$ cat src/design/nsu_pkg.sv
// package for the memory security unlock block: map, fields, modes
//
// Summary of operation
// - every reset copies the options byte into the security copy register
// - options byte also readable at paged window address when page select is top
// - options byte programmed only by aligned word write to even address below
// - erase or program of options byte refused while its sector is protected
// - key enable field enables backdoor only for pattern 10
// - security field means unsecured only for pattern 10, else secured
// - newly programmed security value takes effect only at next reset
// - secured normal single chip: debug port off, normal memory commands allowed
// - secured special single chip: mass erase only; unless erased at reset, no firmware debug and hardware debug registers only
// - secured expanded: debug off, no external access, no visibility or pipe status
// - secured normal expanded: no memory commands from external code
// - backdoor only in normal modes with valid key and key enable set
// - full key match forces copy field to 10, options byte untouched
// - any mismatching key word leaves the device secured
// - key words from the debug port are never accepted
// - options byte reprogrammed unsecured gives unsecured state at next reset
// - secured special single chip reset with unerased memory: hardware debug only
// - secured special single chip reset with all erased: all debug commands enabled
package nsu_pkg;

   // memory addresses seen by the block
   localparam logic [15:0] ADDR_OPTIONS      = 16'hff0f;
   localparam logic [15:0] ADDR_OPTIONS_WORD = 16'hff0e;
   localparam logic [15:0] ADDR_OPTIONS_PAGE = 16'hbf0f;
   localparam logic [7:0]  PAGE_TOP          = 8'h3f;
   localparam logic [15:0] ADDR_KEY_BASE     = 16'hff00;
   localparam logic [15:0] ADDR_SECTOR_LO    = 16'hfe00;
   localparam logic [15:0] KEY_ALL_ZERO      = 16'h0000;
   localparam logic [15:0] KEY_ALL_ONE       = 16'hffff;

   // field layout of the options byte
   localparam int          SINGLE_KEY_UNLOCK_ENABLE_MSB         = 7;
   localparam int          SINGLE_KEY_UNLOCK_ENABLE_LSB         = 6;
   localparam int          SEC_MSB           = 1;
   localparam int          SEC_LSB           = 0;
   localparam logic [1:0]  PATTERN_OPEN      = 2'h2;

   // memory commands
   localparam logic [7:0]  CMD_ERASE_VERIFY  = 8'h05;
   localparam logic [7:0]  CMD_PROGRAM       = 8'h20;
   localparam logic [7:0]  CMD_SECTOR_ERASE  = 8'h40;
   localparam logic [7:0]  CMD_MASS_ERASE    = 8'h41;
   localparam logic [7:0]  CMD_SECTOR_MODIFY = 8'h60;

   // apb register map, byte addresses
   localparam logic [7:0]  REG_COPY          = 8'h00;
   localparam logic [7:0]  REG_CONFIG        = 8'h04;
   localparam logic [7:0]  REG_PAGE          = 8'h08;
   localparam logic [7:0]  REG_KEYWORD       = 8'h0c;
   localparam logic [7:0]  REG_STATUS        = 8'h10;
   localparam logic [7:0]  REG_OPTREAD       = 8'h14;
   localparam int          CFG_KEY_WRITE_ACCESS_BIT    = 5;
   localparam int          CFG_SECTPROT_BIT  = 0;

   // reset values
   localparam logic [7:0]  RST_CONFIG        = 8'h00;
   localparam logic [7:0]  RST_PAGE          = 8'h00;
   localparam logic [7:0]  RST_COPY          = 8'hff;

   typedef enum logic [1:0] {
      NSU_NORMAL_SINGLE,
      NSU_SPECIAL_SINGLE,
      NSU_NORMAL_EXPANDED,
      NSU_SPECIAL_EXPANDED
   } nsu_mode_t;

   typedef enum logic [1:0] {
      NSU_LOAD,
      NSU_RUN
   } nsu_phase_t;

   // access restrictions shown to the rest of the chip
   typedef struct packed {
      logic dbgEnable;
      logic dbgFirmwareEnable;
      logic dbgRegsOnly;
      logic extAccessEnable;
      logic visibilityEnable;
      logic pipeStatusEnable;
   } nsu_gate_t;

   // a memory command offered by the controller for approval
   typedef struct packed {
      logic       valid;
      logic [7:0] code;
      logic [15:0] addr;
      logic       fromExternal;
   } nsu_cmd_t;

endpackage

$ cat src/design/nsu_security_unlock.sv
// security copy, access gating and backdoor key unlock of the memory controller
`timescale 1ns/1ns
`default_nettype none
module nsu_security_unlock #(
   parameter int KEY_WORDS = 4
) (
   input  wire logic              mclk,
   input  wire logic              nrst,
   // apb slave
   input  wire logic              psel,
   input  wire logic              penable,
   input  wire logic              pwrite,
   input  wire logic [7:0]        paddr,
   input  wire logic [31:0]       pwdata,
   output logic                   pready,
   output logic [31:0]            prdata,
   output logic                   pslverr,
   // nonvolatile side
   input  wire logic [7:0]        optionsByte,
   input  wire logic [16*KEY_WORDS-1:0] storedKey,
   input  wire logic              allErased,
   input  wire logic [1:0]        opMode,
   input  wire logic              dbgWriteSource,
   // command approval
   input  wire nsu_pkg::nsu_cmd_t memCmd,
   output logic                   cmdAccept,
   output logic                   cmdReject,
   // gating and state
   output nsu_pkg::nsu_gate_t     gate,
   output logic                   secured,
   output logic [7:0]             securityCopy
);

   initial begin
      if (KEY_WORDS != 4) $error("key length must be four words");
   end

   typedef struct packed {
      nsu_pkg::nsu_phase_t phase;
      logic [7:0]  copy;
      logic [7:0]  cfg;
      logic [7:0]  page;
      logic [1:0]  keyIdx;
      logic        keyOk;
      logic        keyTried;
      logic        keyFailed;
      logic        erasedAtReset;
      logic [31:0] rdata;
      logic        accept;
      logic        reject;
   } nsu_state_t;

   nsu_state_t s_q;
   nsu_state_t s_d;

   ////////////////////////////////////////////////////////////////////////////
   // decode

   nsu_pkg::nsu_mode_t mode;
   logic       isSecure;
   logic       keyEnabled;
   logic       keyValid;
   logic       apbWr;
   logic       apbRd;
   logic [15:0] keyWord;
   logic       cmdAllowed;
   logic       hitsOptions;
   logic       waited_q;

   assign mode       = nsu_pkg::nsu_mode_t'(opMode);
   assign isSecure   = s_q.copy[nsu_pkg::SEC_MSB:nsu_pkg::SEC_LSB] != nsu_pkg::PATTERN_OPEN;
   assign keyEnabled = s_q.copy[nsu_pkg::SINGLE_KEY_UNLOCK_ENABLE_MSB:nsu_pkg::SINGLE_KEY_UNLOCK_ENABLE_LSB] == nsu_pkg::PATTERN_OPEN;
   // a write lands once, at the edge that completes the access
   assign apbWr      = psel && penable && pwrite && waited_q;
   // read data is captured in the first access cycle so it stands with pready
   assign apbRd      = psel && penable && !pwrite && !waited_q;
   assign keyWord    = storedKey[16*s_q.keyIdx +: 16];

   // a key is usable only if no word is all zeros or all ones
   always_comb begin
      keyValid = 1'b1;
      for (int i = 0; i < KEY_WORDS; i++) begin
         if (storedKey[16*i +: 16] == nsu_pkg::KEY_ALL_ZERO ||
             storedKey[16*i +: 16] == nsu_pkg::KEY_ALL_ONE) begin
            keyValid = 1'b0;
         end
      end
   end

   // the options byte sits in the top sector
   assign hitsOptions = memCmd.addr >= nsu_pkg::ADDR_SECTOR_LO;

   always_comb begin
      cmdAllowed = 1'b1;
      if (isSecure) begin
         unique case (mode)
            nsu_pkg::NSU_NORMAL_SINGLE: begin
               cmdAllowed = memCmd.code == nsu_pkg::CMD_PROGRAM ||
                            memCmd.code == nsu_pkg::CMD_MASS_ERASE ||
                            memCmd.code == nsu_pkg::CMD_SECTOR_ERASE ||
                            memCmd.code == nsu_pkg::CMD_ERASE_VERIFY ||
                            memCmd.code == nsu_pkg::CMD_SECTOR_MODIFY;
            end
            nsu_pkg::NSU_SPECIAL_SINGLE: begin
               cmdAllowed = memCmd.code == nsu_pkg::CMD_MASS_ERASE;
            end
            nsu_pkg::NSU_NORMAL_EXPANDED: begin
               cmdAllowed = !memCmd.fromExternal;
            end
            nsu_pkg::NSU_SPECIAL_EXPANDED: begin
               cmdAllowed = 1'b1;
            end
         endcase
      end
      // protected top sector blocks erase and program of the options byte
      if (s_q.cfg[nsu_pkg::CFG_SECTPROT_BIT] && hitsOptions &&
          memCmd.code != nsu_pkg::CMD_ERASE_VERIFY) begin
         cmdAllowed = 1'b0;
      end
      // program must target an even address
      if (memCmd.code == nsu_pkg::CMD_PROGRAM && memCmd.addr[0]) begin
         cmdAllowed = 1'b0;
      end
   end

   ////////////////////////////////////////////////////////////////////////////
   // next state

   always_comb begin
      s_d = s_q;
      s_d.accept = 1'b0;
      s_d.reject = 1'b0;
      s_d.rdata  = 32'h0;
      unique case (s_q.phase)
         nsu_pkg::NSU_LOAD: begin
            // only a reset loads the copy, so later programming waits for it
            s_d.copy          = optionsByte;
            s_d.erasedAtReset = allErased;
            s_d.phase         = nsu_pkg::NSU_RUN;
         end
         nsu_pkg::NSU_RUN: begin
            if (apbWr && paddr == nsu_pkg::REG_CONFIG) begin
               s_d.cfg = pwdata[7:0];
               // leaving key access ends the attempt
               if (s_q.cfg[nsu_pkg::CFG_KEY_WRITE_ACCESS_BIT] && !pwdata[nsu_pkg::CFG_KEY_WRITE_ACCESS_BIT]) begin
                  if (s_q.keyTried && s_q.keyOk && s_q.keyIdx == 2'h0) begin
                     s_d.copy[nsu_pkg::SEC_MSB:nsu_pkg::SEC_LSB] = nsu_pkg::PATTERN_OPEN;
                  end else if (s_q.keyTried) begin
                     s_d.keyFailed = 1'b1;
                  end
                  s_d.keyTried = 1'b0;
               end
               if (!s_q.cfg[nsu_pkg::CFG_KEY_WRITE_ACCESS_BIT] && pwdata[nsu_pkg::CFG_KEY_WRITE_ACCESS_BIT]) begin
                  s_d.keyIdx    = 2'h0;
                  s_d.keyOk     = 1'b1;
                  s_d.keyTried  = 1'b0;
                  s_d.keyFailed = 1'b0;
               end
            end
            if (apbWr && paddr == nsu_pkg::REG_PAGE) begin
               s_d.page = pwdata[7:0];
            end
            // key words are taken in order from application code only
            if (apbWr && paddr == nsu_pkg::REG_KEYWORD &&
                s_q.cfg[nsu_pkg::CFG_KEY_WRITE_ACCESS_BIT] && !dbgWriteSource) begin
               if (!(keyEnabled && keyValid && isSecure &&
                     (mode == nsu_pkg::NSU_NORMAL_SINGLE || mode == nsu_pkg::NSU_NORMAL_EXPANDED)) ||
                   pwdata[15:0] != keyWord) begin
                  s_d.keyOk = 1'b0;
               end
               if (s_q.keyTried && s_q.keyIdx == 2'h0) begin
                  s_d.keyOk = 1'b0;
               end
               s_d.keyTried = 1'b1;
               s_d.keyIdx   = s_q.keyIdx + 2'h1;
            end
            if (apbRd) begin
               unique case (paddr)
                  nsu_pkg::REG_COPY:    s_d.rdata = {24'h0, s_q.copy};
                  nsu_pkg::REG_CONFIG:  s_d.rdata = {24'h0, s_q.cfg};
                  nsu_pkg::REG_PAGE:    s_d.rdata = {24'h0, s_q.page};
                  nsu_pkg::REG_STATUS:  s_d.rdata = {27'h0, s_q.keyFailed, s_q.erasedAtReset,
                                                     keyValid, keyEnabled, isSecure};
                  nsu_pkg::REG_OPTREAD: s_d.rdata = (s_q.page == nsu_pkg::PAGE_TOP) ?
                                                    {24'h0, optionsByte} : 32'h0;
                  default:              s_d.rdata = 32'h0;
               endcase
            end
            if (memCmd.valid) begin
               s_d.accept = cmdAllowed;
               s_d.reject = !cmdAllowed;
            end
         end
         default: s_d.phase = nsu_pkg::NSU_LOAD;
      endcase
   end

   always_ff @(posedge mclk) begin
      if (!nrst) begin
         s_q        <= '0;
         s_q.phase  <= nsu_pkg::NSU_LOAD;
         s_q.copy   <= nsu_pkg::RST_COPY;
         s_q.cfg    <= nsu_pkg::RST_CONFIG;
         s_q.page   <= nsu_pkg::RST_PAGE;
      end else begin
         s_q <= s_d;
      end
   end

   ////////////////////////////////////////////////////////////////////////////
   // outputs

   logic mapped;
   assign mapped = paddr == nsu_pkg::REG_COPY || paddr == nsu_pkg::REG_CONFIG ||
                   paddr == nsu_pkg::REG_PAGE || paddr == nsu_pkg::REG_KEYWORD ||
                   paddr == nsu_pkg::REG_STATUS || paddr == nsu_pkg::REG_OPTREAD;

   // one wait state: read data is registered in the first access cycle
   always_ff @(posedge mclk) begin
      if (!nrst) begin
         waited_q <= 1'b0;
      end else begin
         waited_q <= psel && penable && !waited_q;
      end
   end

   assign pready       = waited_q;
   assign prdata       = s_q.rdata;
   assign pslverr      = waited_q && !mapped;
   assign cmdAccept    = s_q.accept;
   assign cmdReject    = s_q.reject;
   assign secured      = isSecure;
   assign securityCopy = s_q.copy;

   always_comb begin
      gate = '1;
      if (isSecure) begin
         unique case (mode)
            nsu_pkg::NSU_NORMAL_SINGLE: begin
               gate.dbgEnable         = 1'b0;
               gate.dbgFirmwareEnable = 1'b0;
            end
            nsu_pkg::NSU_SPECIAL_SINGLE: begin
               // erased part opens every debug command
               gate.dbgFirmwareEnable = s_q.erasedAtReset;
               gate.dbgRegsOnly       = !s_q.erasedAtReset;
            end
            nsu_pkg::NSU_NORMAL_EXPANDED, nsu_pkg::NSU_SPECIAL_EXPANDED: begin
               gate.dbgEnable         = 1'b0;
               gate.dbgFirmwareEnable = 1'b0;
               gate.extAccessEnable   = 1'b0;
               gate.visibilityEnable  = 1'b0;
               gate.pipeStatusEnable  = 1'b0;
            end
         endcase
      end else begin
         gate.dbgRegsOnly = 1'b0;
      end
   end

endmodule
`default_nettype wire

$ cat config.mk
export PLATFORM = sky130hd
export DESIGN_NAME = nsu_security_unlock
export DESIGN_NICKNAME = d
export VERILOG_FILES = /design/src/design/nsu_pkg.sv /design/src/design/nsu_security_unlock.sv
export SDC_FILE = /design/constraint.sdc
export NUM_CORES = 1
export LEC_CHECK = 0
export BUFFER_PORTS_ARGS = -buffer_cell sky130_fd_sc_hd__clkbuf_2
export CORE_MARGIN = 2
export CORE_UTILIZATION = 44
export CTS_BUF_LIST = sky130_fd_sc_hd__clkbuf_4 sky130_fd_sc_hd__clkbuf_8 sky130_fd_sc_hd__clkbuf_16
export DETAILED_ROUTE_END_ITERATION = 16
export PLACE_DENSITY = 0.89
export SYNTH_ARGS = -nofsm -noshare
export SYNTH_HDL_FRONTEND = slang
export SYNTH_SLANG_ARGS = --single-unit
$ cat constraint.sdc
create_clock -name mclk -period 3.1 [get_ports mclk]
set_clock_uncertainty 0.1 [all_clocks]
set_input_delay 0.465 -clock mclk [delete_from_list [all_inputs] [get_ports mclk]]
set_output_delay 0.465 -clock mclk [all_outputs]
set_load 0.05 [all_outputs]
Word-level counts from Yosys, hierarchy flattened

Cells that the tools add are included.

Add/subtract/negate cells: 1
$lt $le $gt $ge: 1
Equality and inequality tests: 27
Shifts and indexed selects: 1
Mux-type cells: 30
Reduce and logical (&&, ||, !) cells: 72

Operators with widths:

| cell                                                  | count |
|---|---|
| equality test 16 bit, second input constant           | 4 |
| logical NOT 16 bit                                    | 4 |
| variable part select 64 x 7 -> 16 bit                 | 1 |
| one-hot mux 8 bit (5 select lines)                    | 1 |
| equality test 8 x 7 -> 1 bit, second input constant   | 3 |
| logical AND 1 bit                                     | 23 |
| equality test 8 x 3 -> 1 bit, second input constant   | 2 |
| equality test 8 x 4 -> 1 bit, second input constant   | 2 |
| equality test 8 x 5 -> 1 bit, second input constant   | 2 |
| equality test 8 x 6 -> 1 bit, second input constant   | 2 |
| >= comparator 16 bit, second input constant           | 1 |
| inequality test 16 bit                                | 1 |
| logical OR 1 bit                                      | 15 |
| two-way mux 1 bit                                     | 14 |
| AND reduction 3 bit                                   | 4 |
| logical NOT 1 bit                                     | 10 |
| two-way mux 10 bit                                    | 1 |
| two-way mux 5 bit                                     | 2 |
| nonzero test 2 bit                                    | 5 |
| logical NOT 8 bit                                     | 1 |
| two-way mux 2 bit                                     | 4 |
| two-way mux 8 bit                                     | 1 |
| inequality test 2 bit, second input constant          | 4 |
| inequality test 8 x 3 -> 1 bit, second input constant | 1 |
| 16 further kinds                                      | 24 |

Flip-flop bits (word level): 67
Bits of input ports: 147
Output and inout port bits: 51
Word-level logic and storage cells: 146

Longest topological paths before layout

Gate-level depths: netlist (run 1).

Depth in word-level cells: 14
Mapped depth: 9
Gate-level depth less buffers: 7

Least setup slack after synthesis (run 1)

Ideal clock, no wire load.

Path kind: input port to output port
Start: input port paddr[4]
End: output port pslverr
Arrival: 1.954 ns
Data required time: 2.535 ns
Setup slack: 0.581 ns
Cell stages on the path: 3
Buffers on the path: 1
Cell sequence: clkbuf_1 -> nand2_1 -> a21boi_0

Word-level cells in the longest chain between the ends: 8

RTL lines:

| element                                                                  | RTL line                   | text |
|---|---|---|
| start: declaration                                                       | nsu_security_unlock.sv:13  | `input wire logic [7:0] paddr,` |
| equality test 8 x 3 -> 1 bit / logical NOT 8 bit (equally long branches) | nsu_security_unlock.sv:214 | `assign mapped = paddr == nsu_pkg::REG_COPY \|\| paddr == nsu_pkg::REG_CONFIG \|\|` |
| logical OR 1 bit (2 in series)                                           | nsu_security_unlock.sv:214 |  |
| logical OR 1 bit (2 in series)                                           | nsu_security_unlock.sv:215 | `paddr == nsu_pkg::REG_PAGE \|\| paddr == nsu_pkg::REG_KEYWORD \|\|` |
| logical OR 1 bit *                                                       | nsu_security_unlock.sv:216 | `paddr == nsu_pkg::REG_STATUS \|\| paddr == nsu_pkg::REG_OPTREAD;` |
| logical NOT 1 bit *                                                      | nsu_security_unlock.sv:229 | `assign pslverr = waited_q && !mapped;` |
| logical AND 1 bit *                                                      | nsu_security_unlock.sv:229 |  |
| end: declaration                                                         | nsu_security_unlock.sv:17  | `output logic pslverr,` |

Every way passes the cells marked *; elsewhere a longest branch is shown, timed or not.

Worst setup path in the final report (run 1)

Start: register s_q[38] (netlist bit)
End: register s_q[37] (netlist bit)

Word-level cells in the longest chain between the ends: 6

RTL lines:

| element                               | RTL line                   | text |
|---|---|---|
| start: declaration                    | nsu_security_unlock.sv:53  | `nsu_state_t s_q;` |
| variable part select 64 x 7 -> 16 bit | nsu_security_unlock.sv:77  | `assign keyWord = storedKey[16*s_q.keyIdx +: 16];` |
| inequality test 16 bit                | nsu_security_unlock.sv:168 | `pwdata[15:0] != keyWord) begin` |
| logical OR 1 bit                      | nsu_security_unlock.sv:167 | `(mode == nsu_pkg::NSU_NORMAL_SINGLE \|\| mode == nsu_pkg::NSU_NORMAL_EXPANDED)) \|\|` |
| two-way mux 1 bit                     | nsu_security_unlock.sv:166 | `if (!(keyEnabled && keyValid && isSecure &&` |
| two-way mux 1 bit *                   | nsu_security_unlock.sv:171 | `if (s_q.keyTried && s_q.keyIdx == 2'h0) begin` |
| two-way mux 4 bit *                   | nsu_security_unlock.sv:164 | `if (apbWr && paddr == nsu_pkg::REG_KEYWORD &&` |

Marked as above.
A chain may end at the register's enable or synchronous reset.

==> results of run 1 <==
power by group through the flow:
stage | Sequential (mW) | Combinational (mW) | Clock, mW
floorplan | 0.572 | 0.240 | 0
global placement | 0.569 | 0.354 | 0
detailed placement | 0.570 | 0.358 | 0
CTS | 0.557 | 0.359 | 0.439
global route | 0.558 | 0.385 | 0.465
finish | 0.557 | 0.360 | 0.435
kinds of logic after synthesis:
logic type               after synthesis  synth area share
adder cells (fa/ha/maj)                3            0.0118
AO/OA/AOI/OAI                         61             0.122
multiplexers                          29             0.154
XOR/XNOR                              18            0.0497
flip-flops                            42             0.265
other                                  1           0.00118
buffers and inverters                 69             0.135
AND/OR/NAND/NOR                      159             0.262
registers in the layout (all words and copies together), names as in the netlist:
signal and count:
s_q 23, securityCopy 8, pready 1, prdata 8, cmdAccept 1, cmdReject 1
final timing paths:
kind / start / endpoint / slack [ns] / depth (start not counted)
max: s_q[38]$_SDFFE_PN0P_ / s_q[37]$_SDFFE_PN0P_ / 0.43 / 6
min: optionsByte[2] / securityCopy[2]$_SDFFE_PN1N_ / 0.30 / 3
max reg2reg: s_q[38]$_SDFFE_PN0P_ / s_q[37]$_SDFFE_PN0P_ / 0.43 / 6
min reg2reg: s_q[55]$_SDFFE_PN0P_ / s_q[55]$_SDFFE_PN0P_ / 0.37 / 2
final cells by class:
| class | instances | share of cell area |
|---|---|---|
| clock buffers | 5 | 0.0176 |
| clock inverters | 3 | 0.0112 |
| inverters | 12 | 0.0115 |
| multi-input cells | 294 | 0.508 |
| flip-flops and latches | 42 | 0.215 |
| well taps | 96 | 0.0307 |
| repair buffers | 157 | 0.206 |
per-layer routing:
layer,share of wire,up-vias
li1,-,1627
met1,0.38,1568
met2,0.50,249
met3,0.098,21
met4,0.021,0
met5,0,-
critical path, delay by kind of cell (launching register included):
kind             cells  cell delay (ns)
AO/OA/AOI/OAI        1             0.12
XOR/XNOR             1             0.17
flip-flops           1             0.77
multiplexers         1             0.60
AND/OR/NAND/NOR      3             0.85
Yosys cell counts, types with 4 or more instances:
master	count
sky130_fd_sc_hd__o21ai_0	8
sky130_fd_sc_hd__a21oi_1	27
sky130_fd_sc_hd__mux4_2	8
sky130_fd_sc_hd__nand3_1	22
sky130_fd_sc_hd__nor2b_1	4
sky130_fd_sc_hd__nand4_1	27
sky130_fd_sc_hd__inv_1	12
sky130_fd_sc_hd__dfxtp_1	42
sky130_fd_sc_hd__nor2_1	14
sky130_fd_sc_hd__xor2_1	9
sky130_fd_sc_hd__nand2_1	48
sky130_fd_sc_hd__or4_1	5
sky130_fd_sc_hd__mux4_1	6
sky130_fd_sc_hd__mux2i_1	15
sky130_fd_sc_hd__clkbuf_1	9
sky130_fd_sc_hd__xnor2_1	9
sky130_fd_sc_hd__nor3_1	4
sky130_fd_sc_hd__buf_4	42
sky130_fd_sc_hd__nor4_1	21
==> results.tsv, run 1 <==
stage	metric	value	unit
logic_synthesis	yosys_warnings	0	
clock_network	ctsResizeCount	0	
floorplanning	initial_utilization	0.462	
finish	finalNetCount	662	
hold_path	worstHoldPathType	in -> reg	
logic_synthesis	syn_avg_cell_area	8.31	um2
detailed_routing	finalWirelength	9930	um
global_routing	global_route.peak_usage_layer	met2	
floorplanning	num_io_pins	198	
pwr	power_internal	0.908	mW
global_routing	globalRouteMet3Util	0.0452	
sta	time_the_worst_path_needs_with_i_o_delays_and_setup	2.67	ns
logic_synthesis	synth.area.top_cells	sky130_fd_sc_hd__dfxtp_1 (26%), sky130_fd_sc_hd__buf_4 (9.9%), sky130_fd_sc_hd__mux4_2 (5.7%)	
setup_path	path_cells	mux4_2 > xor2_1 > nor4_1 > nand4_1 > or4_1 > o21ai_1	
clock_network	cts_hold_buffers	0	
floorplanning	die-height	88.9	um
global_routing	grt_pass1_wl	15200	um
logic_synthesis	yosysSeqAreaShare	0.265	
pwr	power.switching	0.444	mW
pwr	peakVddDrop	0.171	mV
clock_network	htree_levels	2	
place	detailed_place_hpwl	8300	um
sta	final.period_utilization	0.862	
sta	worst_hold_slack	0.299	ns
finish	layout.cells.most_common_list	sky130_fd_sc_hd__clkbuf_2 (149), sky130_fd_sc_hd__nand2_1 (48), sky130_fd_sc_hd__dfxtp_1 (42)	
logic_synthesis	post_synth_edffs	0	
floorplanning	die_width	88.9	um
setup_path	worst_path_max_delay_cell	sky130_fd_sc_hd__dfxtp_1	
clock_network	clockBufferDepth	2	
global_routing	global_route.usage.total	0.249	
setup_path	critical_path_class	reg -> reg	
logic_synthesis	synth.lib_cells_used.distinct	50	
setup_path	worst_setup_path_start_kind	register	
sta	grt_setup_unrepaired	no	
setup_path	critical_path_peak_fanout	12	
sta	maxSlewViolCount	0	
floorplanning	core	6870	um2
clock_network	cts_tree	yes	
global_routing	grt_antenna_before_repair	0	
finish	final-instance-count-excl-fill	609	
finish	utilization	0.570	
clock_network	tritoncts.num_buffers	5	
logic_synthesis	synth.ff_latch_count	42	
clock_network	postCtsSetupRepairBufs	0	
sta	final-hold-violation-count	0	
logic_synthesis	async_sr_flop_fraction	0	
finish	final_layout_size_suffix_gt1_frac	0.339	
logic_synthesis	yosys_most_used_dff	sky130_fd_sc_hd__dfxtp_1	
detailed_routing	ant_nets	0	
run_status	status	completed	
sta	finalSetupViolCount	0	
floorplanning	dieArea	7910	um2
place	placedCellCount	601	
detailed_routing	vias_per_cell	5.69	
pwr	cellLeakagePower	1.69	nW
detailed_routing	remaining_drc_errors	0	
finish	final-seq-area	841	um2
global_routing	grtUsageMet1	0.302	
job	max_cap_viol_count	0	
pwr	power.share.sequential	0.412	
global_routing	overflow	0	
floorplanning	core.rowCount	30	
finish	synthToLayoutAreaGrowth	23.4	%
setup_path	crit_path_end_kind	register	
pwr	total_power	1.35	mW
detailed_routing	detail_route.wl_per_cell	16.3	um
detailed_routing	drt-initial-drc-count	289	
global_routing	first_global_vias	3222	
setup_path	required	3.23	ns
sta	worstMarginPinSlew	0.794	ns
global_routing	grt.met2_usage	0.452	
finish	fill_cells	661	
place	dpl-instance-area	3800	um2
clock_network	worstSkewPairLatency	0.30	ns
detailed_routing	routed-via-count	3465	
logic_synthesis	synthesis.instances	382	
sta	tns	0	ns
finish	most_common_cell_after_layout_fill_and_taps_aside	sky130_fd_sc_hd__clkbuf_2	
logic_synthesis	synth.cell_area	3170	um2
global_routing	grt_start_max_net_pins	24	
place	post_placement_setup_slack	0.406	ns
clock_network	cts_root_buf	sky130_fd_sc_hd__clkbuf_8	
pwr	power.share.clock	0.322	
setup_path	cp_data_arrival_time	2.81	ns
place	routabilityCongestion	0.974	
place	buffer_ports.inserted	149	
clock_network	worst_setup_hold_path_clk_slew	0.09	ns
sta	fmax	0.374	GHz
logic_synthesis	yosys.area.top_type	sky130_fd_sc_hd__dfxtp_1	
pwr	power_frac_comb	0.266	
sta	max-slew-margin-rel	0.463	
setup_path	worst_path_largest_cell_delay	0.77	ns
sta	timing.final.ws_setup	0.427	ns
pwr	netSwitchingFraction	0.329	
clock_network	cts.sinks	42	
finish	multi_input_area	1990	um2
finish	antenna_cells_inserted	0	
logic_synthesis	post-synth-top-area-fraction	0.265	
detailed_routing	detailedRoute.firstPassIterationCount	5	
finish	post-route-cell-area	3920	um2
pwr	powerDensity	345	nW/um2
Power figures use the tool's default switching activity.
==> run 2, diff against run 1 <==
==> constraint.sdc (replaced) <==
create_clock -name mclk -period 3.1 [get_ports mclk]
set_clock_uncertainty 0.1 [all_clocks]
set_input_delay 0.465 -clock mclk [delete_from_list [all_inputs] [get_ports mclk]]
set_output_delay 0.465 -clock mclk [all_outputs]
set_load 0.1 [all_outputs]
==> run 2 against run 1 <==
  * Combinational power increased by 34%
  * Via count decreased by 1.2%
  * Largest power group unchanged
  * Global-route usage decreased by 0.41 points
  * Setup slack got worse by 0.022 ns
  * Sequential power about the same
==> results.tsv, run 2 (synthesis results as in run 1) <==
stage	metric	value	unit	change
run_status	status	completed		
setup_path	reg2reg_slack	0.41	ns	-0.02 ns
finish	largest_register_ff_count	23		unchanged
floorplanning	die-height	88.9	um	unchanged
clock_network	worst_setup_hold_path_clk_slew	0.08	ns	about the same
finish	layout.cells.most_common_list	sky130_fd_sc_hd__clkbuf_2 (149), sky130_fd_sc_hd__nand2_1 (48), sky130_fd_sc_hd__dfxtp_1 (42)		
detailed_routing	detail_route.wl_per_cell	16.0	um	-2.0%
clock_network	ctsResizeCount	0		unchanged
detailed_routing	drt-initial-drc-count	252		-13%
setup_path	worst-r2r-cell-count	6		unchanged
setup_path	worst_path_max_delay_cell	sky130_fd_sc_hd__dfxtp_1		
pwr	powerDensity	361	nW/um2	+4.4%
global_routing	global_route.usage.total	0.245		-0.00410
finish	antenna_cells_inserted	0		unchanged
setup_path	critical_path_class	reg -> reg		
pwr	peakVddDrop	0.185	mV	+8.4%
global_routing	grt.met2_usage	0.434		-0.0183
finish	regMostFlops	s_q		
clock_network	tritoncts.num_buffers	5		unchanged
global_routing	grt_start_max_net_pins	24		unchanged
finish	post-route-cell-area	3900	um2	-0.42%
setup_path	cp_data_arrival_time	2.83	ns	+0.02 ns
clock_network	worstSkewPairLatency	0.30	ns	about the same
sta	grt_setup_unrepaired	no		
place	routabilityCongestion	0.951		-2.3%
sta	final.period_utilization	0.869		+0.00701
setup_path	reg2reg_from	s_q[38]$_SDFFE_PN0P_		
detailed_routing	remaining_drc_errors	0		unchanged
sta	worst_hold_slack	0.292	ns	-0.00673 ns
global_routing	globalRouteMet3Util	0.0351		-0.0102
floorplanning	die_width	88.9	um	unchanged
setup_path	crit_path_end_kind	register		
detailed_routing	ant_nets	0		unchanged
job	max_cap_viol_count	0		unchanged
place	dpl-instance-area	3800	um2	about the same
setup_path	worst_setup_path_start_kind	register		
detailed_routing	routed-via-count	3424		-1.2%
global_routing	global_route.peak_usage_layer	met2		
setup_path	crit-reg2reg-capture	s_q[37]$_SDFFE_PN0P_		
clock_network	cts.sinks	42		unchanged
sta	final-hold-violation-count	0		unchanged
floorplanning	dieArea	7910	um2	unchanged
sta	time_the_worst_path_needs_with_i_o_delays_and_setup	2.69	ns	+0.0217 ns
sta	finalSetupViolCount	0		unchanged
setup_path	cp_top_family	simple AND/OR/NAND/NOR gates		
global_routing	grt_pass1_wl	15100	um	-0.91%
sta	fmax	0.371	GHz	-0.81%
global_routing	grtUsageMet1	0.308		+0.00684
detailed_routing	detailedRoute.firstPassIterationCount	5		unchanged
hold_path	holdCritStartpoint	penable		
place	placedCellCount	601		unchanged
finish	finalNetCount	662		unchanged
sta	max-slew-margin-rel	0.417		-0.0466
setup_path	required	3.24	ns	about the same
sta	worstMarginPinSlew	0.863	ns	+0.0690 ns
place	buffer_ports.inserted	149		unchanged
finish	final-instance-count-excl-fill	609		unchanged
hold_path	worstHoldPathType	in -> reg		
hold_path	min_delay_worst_endpoint	pready$_SDFF_PN0_		
sta	tns	0	ns	unchanged
place	detailed_place_hpwl	8160	um	-1.6%
pwr	cellLeakagePower	1.68	nW	-0.58%
clock_network	postCtsSetupRepairBufs	0		unchanged
floorplanning	num_io_pins	198		unchanged
floorplanning	initial_utilization	0.462		unchanged
finish	synthToLayoutAreaGrowth	22.9	%	
floorplanning	core.rowCount	30		unchanged
detailed_routing	vias_per_cell	5.62		-1.2%
clock_network	htree_levels	2		unchanged
clock_network	cts_tree	yes		
finish	final_layout_size_suffix_gt1_frac	0.341		+0.00195
setup_path	path_cells	mux4_2 > xor2_1 > nor4_1 > nand4_1 > or4_1 > o21ai_1		
floorplanning	core	6870	um2	unchanged
finish	utilization	0.568		-0.00237
setup_path	critical_path_peak_fanout	12		unchanged
setup_path	worstPathBufferInverterCount	0		unchanged
global_routing	first_global_vias	3182		-1.2%
setup_path	worst_path_largest_cell_delay	0.77	ns	about the same
hold_path	worst_hold_path_cell_count	3		unchanged
sta	maxSlewViolCount	0		unchanged
global_routing	grt_antenna_before_repair	0		unchanged
clock_network	clockBufferDepth	2		unchanged
detailed_routing	finalWirelength	9730	um	-2.0%
clock_network	cts_hold_buffers	0		unchanged
clock_network	cts_root_buf	sky130_fd_sc_hd__clkbuf_8		
finish	most_common_cell_after_layout_fill_and_taps_aside	sky130_fd_sc_hd__clkbuf_2		
global_routing	overflow	0		unchanged
-- run 2: layer usage --
| layer | vias to the layer above | share of wire |
|---|---|---|
| met4 | 0 | 0.020 |
| li1 | 1624 | - |
| met1 | 1560 | 0.40 |
| met2 | 221 | 0.49 |
| met5 | - | 0 |
| met3 | 19 | 0.089 |
-- run 2: cell type report --
cell class | count | area, um2
clock buffers | 6 | 82.6
clock inverters | 2 | 12.5
fillers | 663 | 2970
inverters | 12 | 45.0
multi-input cells | 294 | 1990
flip-flops and latches | 42 | 841
well taps | 96 | 120
repair buffers | 157 | 806
-- run 2: worst max path at each step --
stage	start	endpoint	slack, ns	cells past startpoint
2_1_floorplan	pready$_SDFF_PN0_	pslverr	0.008	1
3_3_place_gp	s_q[38]$_SDFFE_PN0P_	s_q[37]$_SDFFE_PN0P_	0.40	6
4_1_cts	s_q[38]$_SDFFE_PN0P_	s_q[37]$_SDFFE_PN0P_	0.38	6
5_1_grt	s_q[38]$_SDFFE_PN0P_	s_q[37]$_SDFFE_PN0P_	0.18	6
6_report	s_q[38]$_SDFFE_PN0P_	s_q[37]$_SDFFE_PN0P_	0.41	6
3_5_place_dp	s_q[38]$_SDFFE_PN0P_	s_q[37]$_SDFFE_PN0P_	0.39	6
-- run 2: through the flow --
step           power (mW)  worst slack [ns]
6_report             1.41             0.405
5_1_grt              1.46             0.180
4_1_cts              1.41             0.376
3_5_place_dp         1.05             0.394
3_3_place_gp         1.05             0.403
2_1_floorplan       0.934           0.00768
-- run 2: worst reg2reg max path, delay by kind of cell (launching register included) --
kind | cells | cell delay, ns
mux | 1 | 0.60
xor+xnor | 1 | 0.17
compound gates | 1 | 0.11
simple gates | 3 | 0.89
flops | 1 | 0.77
-- run 2: where the power goes --
part	total [mW]	switching (mW)	internal (mW)
combinational	0.482	0.364	0.118
clock	0.367	0.188	0.179
sequential	0.557	0.00844	0.548
